===== src/logic/dcp_pkg.sv =====
// Constants, register map and carrier types of the quad wiper register bank.
// Assumes a 100 MHz core clock and an SPI mode 0 master that owns SCK and chip select.
package dcp_pkg;
	// ****************************************************************
	// Structure
	// ****************************************************************
	localparam int          NUM_CH      = 4;
	localparam int          CODE_W      = 8;
	localparam int          CNT_W       = 8;
	localparam int          BITS_W      = 6;

	// ****************************************************************
	// Register map and reset values
	// ****************************************************************
	localparam logic [4:0]  CTL_ADDR    = 5'h10;
	localparam logic [7:0]  WIPER_RESET = 8'h80;
	localparam logic [7:0]  CTL_RESET   = 8'h40;
	localparam logic [7:0]  CTL_WMASK   = 8'h42;
	localparam int          CTL_SHUT_N  = 6;
	localparam int          CTL_OD      = 1;

	// ****************************************************************
	// Instruction codes and frame positions (bit counts)
	// ****************************************************************
	localparam logic [2:0]  OP_NO_OP    = 3'h0;
	localparam logic [2:0]  OP_CTL_RD   = 3'h1;
	localparam logic [2:0]  OP_CTL_WR   = 3'h3;
	localparam logic [2:0]  OP_REG_RD   = 3'h4;
	localparam logic [2:0]  OP_REG_WR   = 3'h6;
	localparam logic [5:0]  POS_INSTR   = 6'h08;
	localparam logic [5:0]  POS_ECHO    = 6'h10;
	localparam logic [5:0]  POS_DATA    = 6'h18;
	localparam logic [5:0]  POS_MAX     = 6'h3F;

	// ****************************************************************
	// Timing
	// ****************************************************************
	localparam int          CLK_NS      = 10;
	localparam int          DIP_MIN_NS  = 200;
	localparam int          SETTLE_NS   = 1000;
	localparam int          MBB_NS      = 100;
	localparam logic [7:0]  DIP_CYC     = 8'((DIP_MIN_NS + CLK_NS - 1) / CLK_NS);
	localparam logic [7:0]  SETTLE_CYC  = 8'((SETTLE_NS + CLK_NS - 1) / CLK_NS);
	localparam logic [7:0]  MBB_CYC     = 8'((MBB_NS + CLK_NS - 1) / CLK_NS);

	// ****************************************************************
	// Carriers
	// ****************************************************************
	typedef struct packed {
		logic [2:0] op;
		logic [4:0] addr;
	} instr_t;

	typedef struct packed {
		logic [7:0] tap;
		logic [7:0] prev_tap;
		logic       overlap;
		logic       shut;
	} chan_ctrl_t;
endpackage


===== src/logic/quad_wiper_register_bank.sv =====
// Register bank and SPI slave of a quad 256-tap potentiometer.
// Assumes SCK, chip select, SDI and the supply-low flag are asynchronous pins;
// all are synchronised to core_clk_i, which must run well above the SCK rate.
//
// Summary of operation
// - SDI sampled on SCK rising edges only while chip select is low.
// - SDO changes on SCK falling edges; master captures on next rising edge.
// - Control bit 1 selects SDO drive: 0 push-pull (default), 1 open drain.
// - Chip select high: deselected, SDO released, standby.
// - Chip select low enables the device into active power mode.
// - Each channel holds an 8-bit wiper code, 00h low end, FFh high end.
// - Tap moves monotonically from low to high terminal as code rises.
// - All wiper codes preset to 80h at power-up.
// - Wiper register of channel i sits at address i, i from 0 to 3.
// - Access control register sits at address 10h.
// - Control bit 6 is active-low shutdown for all channels, default 1.
// - Shutdown opens every channel and ties each wiper to its low terminal.
// - Entering shutdown keeps all wiper codes unchanged.
// - Leaving shutdown restores retained taps after a short settling time.
// - Supply dip during shutdown resets all wiper codes to mid-scale.
// - Tap changes are make-before-break: new tap connects before old opens.
// - Bytes move MSB first in SPI mode 0.
// - Frame starts with instruction byte: 3-bit opcode, 5-bit address.
// - Writes take effect only at the chip select rising edge.
// - Read is four bytes; bytes three and four return instruction then data.
`timescale 1ns/1ns
module quad_wiper_register_bank (
	input  wire logic                                  core_clk_i,
	input  wire logic                                  nrst_i,
	input  wire logic                                  sck_i,
	input  wire logic                                  cs_n_i,
	input  wire logic                                  sdi_i,
	input  wire logic                                  supply_low_i,
	output logic                                       sdo_o,
	output logic                                       sdo_oe_o,
	output logic                                       standby_o,
	output dcp_pkg::chan_ctrl_t [dcp_pkg::NUM_CH-1:0]  chan_o
);

	// ****************************************************************
	// Pin synchronisers
	// ****************************************************************
	logic [1:0] sck_s_q;
	logic [1:0] cs_s_q;
	logic [1:0] sdi_s_q;
	logic [1:0] low_s_q;
	logic       sck_prev_q;
	logic       cs_prev_q;

	// Chip select sync resets low, so a select held low since power-up never
	// shows a falling edge and is not taken as a frame
	always_ff @(posedge core_clk_i or negedge nrst_i) begin
		if (!nrst_i) begin
			sck_s_q    <= 2'h0;
			cs_s_q     <= 2'h0;
			sdi_s_q    <= 2'h0;
			low_s_q    <= 2'h0;
			sck_prev_q <= 1'b0;
			cs_prev_q  <= 1'b0;
		end else begin
			sck_s_q    <= {sck_s_q[0], sck_i};
			cs_s_q     <= {cs_s_q[0], cs_n_i};
			sdi_s_q    <= {sdi_s_q[0], sdi_i};
			low_s_q    <= {low_s_q[0], supply_low_i};
			sck_prev_q <= sck_s_q[1];
			cs_prev_q  <= cs_s_q[1];
		end
	end

	logic sck_rise;
	logic sck_fall;
	logic cs_fall;
	logic cs_rise;

	// Edge strobes, each one core cycle wide
	assign sck_rise = sck_s_q[1] & ~sck_prev_q;
	assign sck_fall = ~sck_s_q[1] & sck_prev_q;
	assign cs_fall  = ~cs_s_q[1] & cs_prev_q;
	assign cs_rise  = cs_s_q[1] & ~cs_prev_q;

	// ****************************************************************
	// Decode helpers
	// ****************************************************************
	function automatic logic is_rd(input dcp_pkg::instr_t ins);
		return (ins.op == dcp_pkg::OP_CTL_RD) || (ins.op == dcp_pkg::OP_REG_RD);
	endfunction

	function automatic logic is_wr(input dcp_pkg::instr_t ins);
		return (ins.op == dcp_pkg::OP_CTL_WR) || (ins.op == dcp_pkg::OP_REG_WR);
	endfunction

	// Control-only opcodes ignore the address field
	function automatic logic [4:0] eff_addr(input dcp_pkg::instr_t ins);
		if ((ins.op == dcp_pkg::OP_CTL_RD) || (ins.op == dcp_pkg::OP_CTL_WR))
			return dcp_pkg::CTL_ADDR;
		return ins.addr;
	endfunction

	// ****************************************************************
	// Register file state
	// ****************************************************************
	logic [dcp_pkg::NUM_CH-1:0][7:0] wiper_q;
	logic [dcp_pkg::NUM_CH-1:0][7:0] wiper_d;
	logic [7:0]                      ctl_q;
	logic [7:0]                      ctl_d;

	// Read mux; unmapped addresses return zero
	function automatic logic [7:0] rd_value(input logic [4:0] a,
		input logic [dcp_pkg::NUM_CH-1:0][7:0] w, input logic [7:0] c);
		if (a == dcp_pkg::CTL_ADDR)
			return c & dcp_pkg::CTL_WMASK;
		if (int'(a) < dcp_pkg::NUM_CH)
			return w[a[1:0]];
		return 8'h00;
	endfunction

	// ****************************************************************
	// Serial engine
	// ****************************************************************
	logic            frame_q;
	logic            frame_d;
	logic [5:0]      bits_q;
	logic [5:0]      bits_d;
	logic [7:0]      rx_q;
	logic [7:0]      rx_d;
	dcp_pkg::instr_t instr_q;
	dcp_pkg::instr_t instr_d;
	logic [7:0]      data_q;
	logic [7:0]      data_d;
	logic            have_q;
	logic            have_d;
	logic [7:0]      tx_q;
	logic [7:0]      tx_d;
	logic            sdo_d;
	logic            sdo_oe_d;
	logic            wr_go;

	// Frame tracking, shifting in on rising and out on falling SCK edges
	always_comb begin
		frame_d  = frame_q;
		bits_d   = bits_q;
		rx_d     = rx_q;
		instr_d  = instr_q;
		data_d   = data_q;
		have_d   = have_q;
		tx_d     = tx_q;
		wr_go    = 1'b0;
		if (cs_fall) begin
			frame_d = 1'b1;
			bits_d  = 6'h00;
			have_d  = 1'b0;
			tx_d    = 8'h00;
		end else if (cs_rise || cs_s_q[1]) begin
			// Partial trailing bytes are simply dropped
			wr_go   = cs_rise & frame_q & have_q & is_wr(instr_q);
			frame_d = 1'b0;
			tx_d    = 8'h00;
		end else if (frame_q && sck_rise) begin
			rx_d = {rx_q[6:0], sdi_s_q[1]};
			if (bits_q != dcp_pkg::POS_MAX)
				bits_d = bits_q + 6'h01;
			if (bits_d[2:0] == 3'h0) begin
				if (bits_d == dcp_pkg::POS_INSTR) begin
					instr_d = dcp_pkg::instr_t'(rx_d);
				end else begin
					data_d = rx_d;  // Last complete data byte wins, up to the sixth (bit count saturates at 63)
					have_d = 1'b1;
				end
			end
		end else if (frame_q && sck_fall) begin
			// Loading on the falling edge gives the master a full half period
			if (is_rd(instr_q) && bits_q == dcp_pkg::POS_ECHO)
				tx_d = instr_q;
			else if (is_rd(instr_q) && bits_q == dcp_pkg::POS_DATA)
				tx_d = rd_value(eff_addr(instr_q), wiper_q, ctl_q);
			else
				tx_d = {tx_q[6:0], 1'b0};
		end
		// Open drain only pulls low; push-pull drives both levels
		if (ctl_q[dcp_pkg::CTL_OD]) begin
			sdo_d    = 1'b0;
			sdo_oe_d = frame_d & ~tx_d[7];
		end else begin
			sdo_d    = tx_d[7];
			sdo_oe_d = frame_d;
		end
	end

	always_ff @(posedge core_clk_i or negedge nrst_i) begin
		if (!nrst_i) begin
			frame_q   <= 1'b0;
			bits_q    <= 6'h00;
			rx_q      <= 8'h00;
			instr_q   <= '0;
			data_q    <= 8'h00;
			have_q    <= 1'b0;
			tx_q      <= 8'h00;
			sdo_o     <= 1'b0;
			sdo_oe_o  <= 1'b0;
			standby_o <= 1'b1;
		end else begin
			frame_q   <= frame_d;
			bits_q    <= bits_d;
			rx_q      <= rx_d;
			instr_q   <= instr_d;
			data_q    <= data_d;
			have_q    <= have_d;
			tx_q      <= tx_d;
			sdo_o     <= sdo_d;
			sdo_oe_o  <= sdo_oe_d;
			standby_o <= ~frame_d;
		end
	end

	// ****************************************************************
	// Register updates and supply dip guard
	// ****************************************************************
	logic [7:0] dip_q;
	logic [7:0] dip_d;
	logic       shut_req;
	logic       dip_hit;
	logic [4:0] wr_addr;

	assign shut_req = ~ctl_q[dcp_pkg::CTL_SHUT_N];
	assign wr_addr  = eff_addr(instr_q);

	// Dip must persist for the minimum time while shut down; the power event
	// wins over a write landing in the same cycle
	always_comb begin
		wiper_d = wiper_q;
		ctl_d   = ctl_q;
		dip_d   = 8'h00;
		dip_hit = 1'b0;
		if (shut_req && low_s_q[1]) begin
			dip_d   = (dip_q == dcp_pkg::DIP_CYC) ? dip_q : dip_q + 8'h01;
			dip_hit = (dip_d == dcp_pkg::DIP_CYC);
		end
		if (wr_go) begin
			if (wr_addr == dcp_pkg::CTL_ADDR)
				ctl_d = data_q & dcp_pkg::CTL_WMASK;
			else if (int'(wr_addr) < dcp_pkg::NUM_CH)
				wiper_d[wr_addr[1:0]] = data_q;
		end
		if (dip_hit) begin
			for (int i = 0; i < dcp_pkg::NUM_CH; i++)
				wiper_d[i] = dcp_pkg::WIPER_RESET;
		end
	end

	always_ff @(posedge core_clk_i or negedge nrst_i) begin
		if (!nrst_i) begin
			wiper_q <= {dcp_pkg::NUM_CH{dcp_pkg::WIPER_RESET}};
			ctl_q   <= dcp_pkg::CTL_RESET;
			dip_q   <= 8'h00;
		end else begin
			wiper_q <= wiper_d;
			ctl_q   <= ctl_d;
			dip_q   <= dip_d;
		end
	end

	// ****************************************************************
	// Tap switch control
	// ****************************************************************
	logic [7:0]                      settle_q;
	logic [7:0]                      settle_d;
	logic [dcp_pkg::NUM_CH-1:0][7:0] tap_q;
	logic [dcp_pkg::NUM_CH-1:0][7:0] tap_d;
	logic [dcp_pkg::NUM_CH-1:0][7:0] prev_q;
	logic [dcp_pkg::NUM_CH-1:0][7:0] prev_d;
	logic [dcp_pkg::NUM_CH-1:0][7:0] mbb_q;
	logic [dcp_pkg::NUM_CH-1:0][7:0] mbb_d;

	// Tap index equals the code, so selection is monotonic by construction;
	// the old tap stays closed for a while after the new one makes
	always_comb begin
		settle_d = (settle_q != 8'h00) ? settle_q - 8'h01 : 8'h00;
		if (shut_req)
			settle_d = dcp_pkg::SETTLE_CYC;
		for (int i = 0; i < dcp_pkg::NUM_CH; i++) begin
			tap_d[i]  = tap_q[i];
			prev_d[i] = prev_q[i];
			mbb_d[i]  = (mbb_q[i] != 8'h00) ? mbb_q[i] - 8'h01 : 8'h00;
			if (wiper_q[i] != tap_q[i]) begin
				tap_d[i]  = wiper_q[i];
				prev_d[i] = tap_q[i];
				mbb_d[i]  = dcp_pkg::MBB_CYC;
			end
		end
	end

	always_ff @(posedge core_clk_i or negedge nrst_i) begin
		if (!nrst_i) begin
			settle_q <= 8'h00;
			tap_q    <= {dcp_pkg::NUM_CH{dcp_pkg::WIPER_RESET}};
			prev_q   <= {dcp_pkg::NUM_CH{dcp_pkg::WIPER_RESET}};
			mbb_q    <= '0;
		end else begin
			settle_q <= settle_d;
			tap_q    <= tap_d;
			prev_q   <= prev_d;
			mbb_q    <= mbb_d;
		end
	end

	// Taps straight from flops; overlap and shut decoded from their counters
	always_comb begin
		for (int i = 0; i < dcp_pkg::NUM_CH; i++) begin
			chan_o[i].tap      = tap_q[i];
			chan_o[i].prev_tap = prev_q[i];
			chan_o[i].overlap  = (mbb_q[i] != 8'h00);
			chan_o[i].shut     = (settle_q != 8'h00);
		end
	end

endmodule


===== config.mk =====
export PLATFORM = sky130hd
export DESIGN_NAME = quad_wiper_register_bank
export DESIGN_NICKNAME = d
export VERILOG_FILES = /design/src/logic/dcp_pkg.sv /design/src/logic/quad_wiper_register_bank.sv
export SDC_FILE = /design/constraint.sdc
export NUM_CORES = 1
export LEC_CHECK = 0
export ABC_AREA = 1
export BUFFER_PORTS_ARGS = -buffer_cell sky130_fd_sc_hd__buf_2
export CAP_MARGIN = 30
export CORE_MARGIN = 1.5
export CORE_UTILIZATION = 25
export DETAILED_ROUTE_END_ITERATION = 6
export PLACE_DENSITY = 0.37
export SYNTH_ARGS = -nofsm -noshare
export SYNTH_HDL_FRONTEND = slang
export SYNTH_SLANG_ARGS = --single-unit
export TNS_END_PERCENT = 100

===== constraint.sdc =====
create_clock -name core_clk_i -period 2.4 [get_ports core_clk_i]
set_input_delay 0.12 -clock core_clk_i [delete_from_list [all_inputs] [get_ports core_clk_i]]
set_output_delay 0.12 -clock core_clk_i [all_outputs]
set_load 0.02 [all_outputs]

; Yosys cells after proc, flatten, opt, wreduce, memory -nomap -nowiden
; Cells that the tools add are included.
[word_totals]
register_bits = 198
output_inout_bits = 75
in_bits = 6
[op_classes]
n_eq_ne = 20
n_addsub = 7
magnitude_cmp = 5
n_bitwise = 18
n_reduce_logical = 29
n_mux = 81
[ops]
columns = op, count
row1 = $mux 8, 24
row2 = $mux 32, 4
row3 = $mux 5, 9
row4 = $mux 6, 7
row5 = $reduce_bool 8->1, 5
row6 = $sub 8x1->8 const B, 5
row7 = $mux 1, 34
row8 = $bwmux 32, 1
row9 = $ne 8x8->1, 4
row10 = $bmux 8 s2, 1
row11 = $demux 8 s2, 1
row12 = $eq 8x5->1 const B, 2
row13 = $eq 6x5->1 const B, 2
row14 = $eq 5x5->1 const B, 2
row15 = $lt 5x3->1 const B, 2
row16 = $not 1->1, 10
row17 = $reduce_and 5->1, 2
row18 = $add 8x1->8 const B, 1
row19 = $and 1x1->1, 8
row20 = $reduce_bool 2->1, 4
row21 = $add 6x1->6 const B, 1
row22 = $eq 3x3->1 const B, 2
row23 = $eq 6x4->1 const B, 1
row24 = $logic_and 1x1->1, 6
row25 = 13 further kinds, 22

; Depth between registers and ports, before layout
[logic_depth]
word_depth = 42
mapped_depth = 13
mapped_depth_nobuf = 13

; Worst setup path before layout
; Ideal clock, no wire load.
[synth_timing]
kind = reg-to-reg
startpoint = register bits_q[0]
endpoint = register data_q[5]
period_less_slack_ns = 1.730
n_path_buf = 1
arrival_time_ns = 1.611
setup_slack_ns = 0.670
path_stages_with_launch = 12
cell_sequence = dfrtp_1 -> ha_1 -> nand2_1 -> nor2_2 -> nand2_1 -> xor2_1 -> nand3_1 -> nor2_2 -> nand2_2 -> buf_6 -> nand2_1 -> o21ai_2
[synth_via]
elab_chain_len = 8
word_cells_on_any_way = 10
classes_between = add/sub (1) / eq/ne (2) / mux (4) / bitwise (1) / reduce/logical (2)
[synth_lines]
columns = element, line_no
row1 = "start, declared", quad_wiper_register_bank.sv:122  ; logic [5:0] bits_q;
row2 = "start signal, assigned", quad_wiper_register_bank.sv:203  ; bits_q <= bits_d;
row3 = $add 6x1->6 or $ne 6x6->1 (tied branches), "quad_wiper_register_bank.sv:161, quad_wiper_register_bank.sv:160"
row4 = $mux 6 *, quad_wiper_register_bank.sv:160  ; if (bits_q != dcp_pkg::POS_MAX)
row5 = $mux 6 *, quad_wiper_register_bank.sv:158  ; end else if (frame_q && sck_rise) begin
row6 = $mux 6 *, quad_wiper_register_bank.sv:153  ; end else if (cs_rise || cs_s_q[1]) begin
row7 = $mux 6 *, quad_wiper_register_bank.sv:148  ; if (cs_fall) begin
row8 = $eq 6x4->1, quad_wiper_register_bank.sv:163  ; if (bits_d == dcp_pkg::POS_INSTR) begin
row9 = $not 1->1 (no line), n/a
row10 = $reduce_and 5->1 (no line) *, n/a
row11 = "end signal, assigned", quad_wiper_register_bank.sv:206  ; data_q <= data_d;
row12 = "end, declared", quad_wiper_register_bank.sv:128  ; logic [7:0] data_q;
; Every way passes the cells marked *; elsewhere a longest branch is shown, timed or not. The select of a mux whose other input is x is not followed.
; A chain may end at the register's enable or synchronous reset.

; Worst setup path in the final report
[layout_timing]
startpoint = register bits_q[0]
endpoint = register sdo_oe_o
[layout_via]
elab_chain_len = 11
word_cells_on_any_way = 13
classes_between = eq/ne (2) / mux (7) / bitwise (2) / reduce/logical (2)
[layout_lines]
columns = element, line_no
row1 = $eq 6x5->1, quad_wiper_register_bank.sv:174  ; else if (is_rd(instr_q) && bits_q == dcp_pkg::POS_DATA)
row2 = $logic_and 1x1->1, quad_wiper_register_bank.sv:174
row3 = $mux 8, quad_wiper_register_bank.sv:174
row4 = $mux 8 *, quad_wiper_register_bank.sv:172  ; if (is_rd(instr_q) && bits_q == dcp_pkg::POS_ECHO)
row5 = $mux 8 *, quad_wiper_register_bank.sv:170  ; end else if (frame_q && sck_fall) begin
row6 = $mux 8 *, quad_wiper_register_bank.sv:158
row7 = $mux 8 *, quad_wiper_register_bank.sv:153
row8 = $mux 8 *, quad_wiper_register_bank.sv:148
row9 = named net tx_d[7], quad_wiper_register_bank.sv:133  ; logic [7:0] tx_d;
row10 = $not 1->1 *, quad_wiper_register_bank.sv:182  ; sdo_oe_d = frame_d & ~tx_d[7];
row11 = $and 1x1->1 *, quad_wiper_register_bank.sv:182
row12 = $mux 1 *, quad_wiper_register_bank.sv:180  ; if (ctl_q[dcp_pkg::CTL_OD]) begin
row13 = named net sdo_oe_d, quad_wiper_register_bank.sv:135  ; logic sdo_oe_d;
row14 = "end signal, assigned", quad_wiper_register_bank.sv:210  ; sdo_oe_o <= sdo_oe_d;
row15 = "end, declared", quad_wiper_register_bank.sv:35  ; output logic sdo_oe_o,
; Mark *: on every way through the listed nets, which the timed path passes. The rest lies on a longest branch. The select of a mux whose other input is x is not followed.

==> metrics.csv <==
metric,value,unit
slew_violations,0,
cts_made_buffers,17,
nets,1153,
detail-route-antenna-nets,0,
synth-seq-area-share,0.544,
clk_pin_slew,0.07,ns
timing.fmax,0.482,GHz
p_seq_frac,0.509,
finalSetupTns,0,ns
grt_pass1_vias,6573,
routedWlPerCell,13.5,um
violations,design-rule violations,
setup_viol,0,
clk_path_buf_depth,2,
startpoint_type,register,
crit_arrival,2.39,ns
yosysWarnings,0,
synth_cell_types,32,
totalWireLength,21.7,mm
initial_utilization,0.256,
overflow,0,
p_switching,2.16,mW
hold_path_class,primary input to async pin,
drt_iter0_markers,329,
synth_area_leaders,"dfrtp_1 50%, nand2_1 13%, inv_1 5.1%",
synth_top_area_frac,0.504,
drive_gt1_frac,0.157,
p_per_area,717,nW/um^2
area_growth,16.2,%
synth_fp_nets,1087,
remaining_drc_errors,4,
cts_tree,done,
antenna_found_initial,0,
first_pass_iters,6,
port_buffers,80,
clock_sinks,198,
power.leakage,5.47,nW
die_w,194,um
routed_via_density,4.11,
post-synth-top-area-cell,dfrtp_1,
crit_fanout,8,
root_buffer,clkbuf_16,
dp_hpwl,16.0,mm
combPwrFrac,0.128,
rsz0062_at_grt,false,
layout_commonest_cell,nand2_1,
vias,6598,
syn_inst,1067,
grt_pass1_wl,36.4,mm
rows,69,
htree_levels,4,
fin_crit_sh,0.865,
diodes,0,
avgSynthCellArea,8.56,sq um
hold_violations,0,
critPathKind,register to register,
grt_max_degree,61,
worst_pin_slew,0.579,ns
cts-resized-gates,0,
internal_power,5.45,mW
place.gp.congestion,0.800,
final_cell_mix,"319 x nand2_1, 184 x dfrtp_1, 124 x inv_1",
synth_area,9130,sq um
status,"complete, but fails checks",
p_total,7.61,mW
clkPwrFrac,0.363,
ir_drop,0.416,mV
clk_latency,0.45,ns
layout_min_cycle_time,2.07,ns
core_area,35700,sq um
worstSetupEndpointType,register,
relSlewSlack,0.614,
io_pins,81,
die-area,37700,sq um
required,2.72,ns
die_y,194,um
ys_ff_latch,198,
cap_violations,0,
skew,0.0145,ns
grt_usage,0.122,
swShare,0.284,
[registers in the layout (all words and copies together) (netlist names), 2 cells and up]
signal	cells
low_s_q	2
data_q	8
instr_q	8
ctl_q	2
tx_q	8
wiper_q	32
mbb_q	32
sdi_s_q	2
sck_s_q	2
cs_s_q	2
rx_q	7
dip_q	8
bits_q	6
settle_q	8
chan_o	64
[logic make-up (layout without fill, tap and decap cells)]
family | Yosys count | after routing | share of synthesized area
XOR/XNOR | 63 | 63 | 0.0604
flip-flops | 198 | 198 | 0.544
adder cells (fa/ha/maj) | 14 | 14 | 0.0192
AND/OR/NAND/NOR | 501 | 501 | 0.227
AO/OA/AOI/OAI | 113 | 113 | 0.0701
buffers and inverters | 178 | 257 | 0.0789
[per-layer routing]
metal | up-vias | wire length [um] | global-route usage
li1 | 3413 | - | -
met1 | 3104 | 10600 | 0.165
met2 | 69 | 10200 | 0.197
met3 | 12 | 599 | 0.0252
met4 | 0 | 295 | 0.0388
met5 | - | 0 | 0
[worst paths after layout]
check / from / end / slack, ns / cells past startpoint
worst max-delay path: bits_q[0]$_DFFE_PN0P_ / sdo_oe_o$_DFF_PN0_ / 0.33 / 11
worst min-delay path: nrst_i / mbb_q[20]$_DFF_PN0_ / 0.20 / 2
worst max register to register: bits_q[0]$_DFFE_PN0P_ / sdo_oe_o$_DFF_PN0_ / 0.33 / 11
worst min register to register: cs_s_q[0]$_DFF_PN0_ / cs_s_q[1]$_DFF_PN0_ / 0.35 / 0
max in group asynchronous: nrst_i / chan_o[27]$_DFFE_PN1N_ / 1.45 / 3
min in group core_clk_i: supply_low_i / low_s_q[0]$_DFF_PN0_ / 0.32 / 2
[worst max-delay path, stage by stage (launching register included)]
cell and delay (ns):
dfrtp_1 0.40, inv_1 0.11, ha_1 0.18, nand3_1 0.08, nor2_1 0.15, nand3_1 0.27, nor2_1 0.38, nand2_1 0.11
nand2_1 0.07, nand2_1 0.07, nand2_1 0.08, a21oi_1 0.06
[final cells by class]
class	instances	area, sq um
Clock buffer	18	439
Sequential cell	198	4970
Fill cell	3853	25100
Tap cell	461	577
Multi-Input combinational cell	691	3440
Inverter	130	488
Clock inverter	14	119
Timing Repair Buffer	95	573
[timing repair]
| item | 4_1_cts | 5_1_grt |
|---|---|---|
| hold buffers | 5 | 0 |
| buffers inserted | 0 | 0 |
| endpoints found under the hold margin | 60 | 0 |
| endpoints found under the setup margin | 0 | 0 |
[Yosys cell counts (all sizes together)]
master	instances
xnor2	25
nor2	119
o21ai	85
a21o	1
nand4	11
dfstp	14
clkbuf	38
o22ai	5
and3	1
or2	3
nand3	22
buf	10
nor4	5
dfrtp	184
xor2	38
inv	130
ha	14
a21oi	21
nor3	14
o211ai	1
nor3b	1
nand2	325
[through the flow]
stage          std cells  setup WS (ns)  instance area [sq um]  utilization  hold WS [ns]
6_report            1607          0.325                  10600        0.297         0.200
5_1_grt             1607         0.0145                  10600        0.297         0.223
4_1_cts             1607          0.258                  10600        0.297         0.211
3_5_place_dp        1570          0.259                  10000        0.280        0.0992
3_3_place_gp        1570          0.224                  10000        0.280        0.0981
2_1_floorplan       1067          0.670                   9130            -        -0.176
[power by group through the flow]
stage / combinational (mW) / clock [mW] / sequential, mW
floorplan: 0.746 / 0 / 3.89
global placement: 0.984 / 0 / 3.95
detailed placement: 0.991 / 0 / 3.94
CTS: 1.00 / 2.91 / 3.88
global route: 1.17 / 3.04 / 3.92
finish: 0.970 / 2.76 / 3.87
No activity file was read; power rests on OpenSTA's default activity.
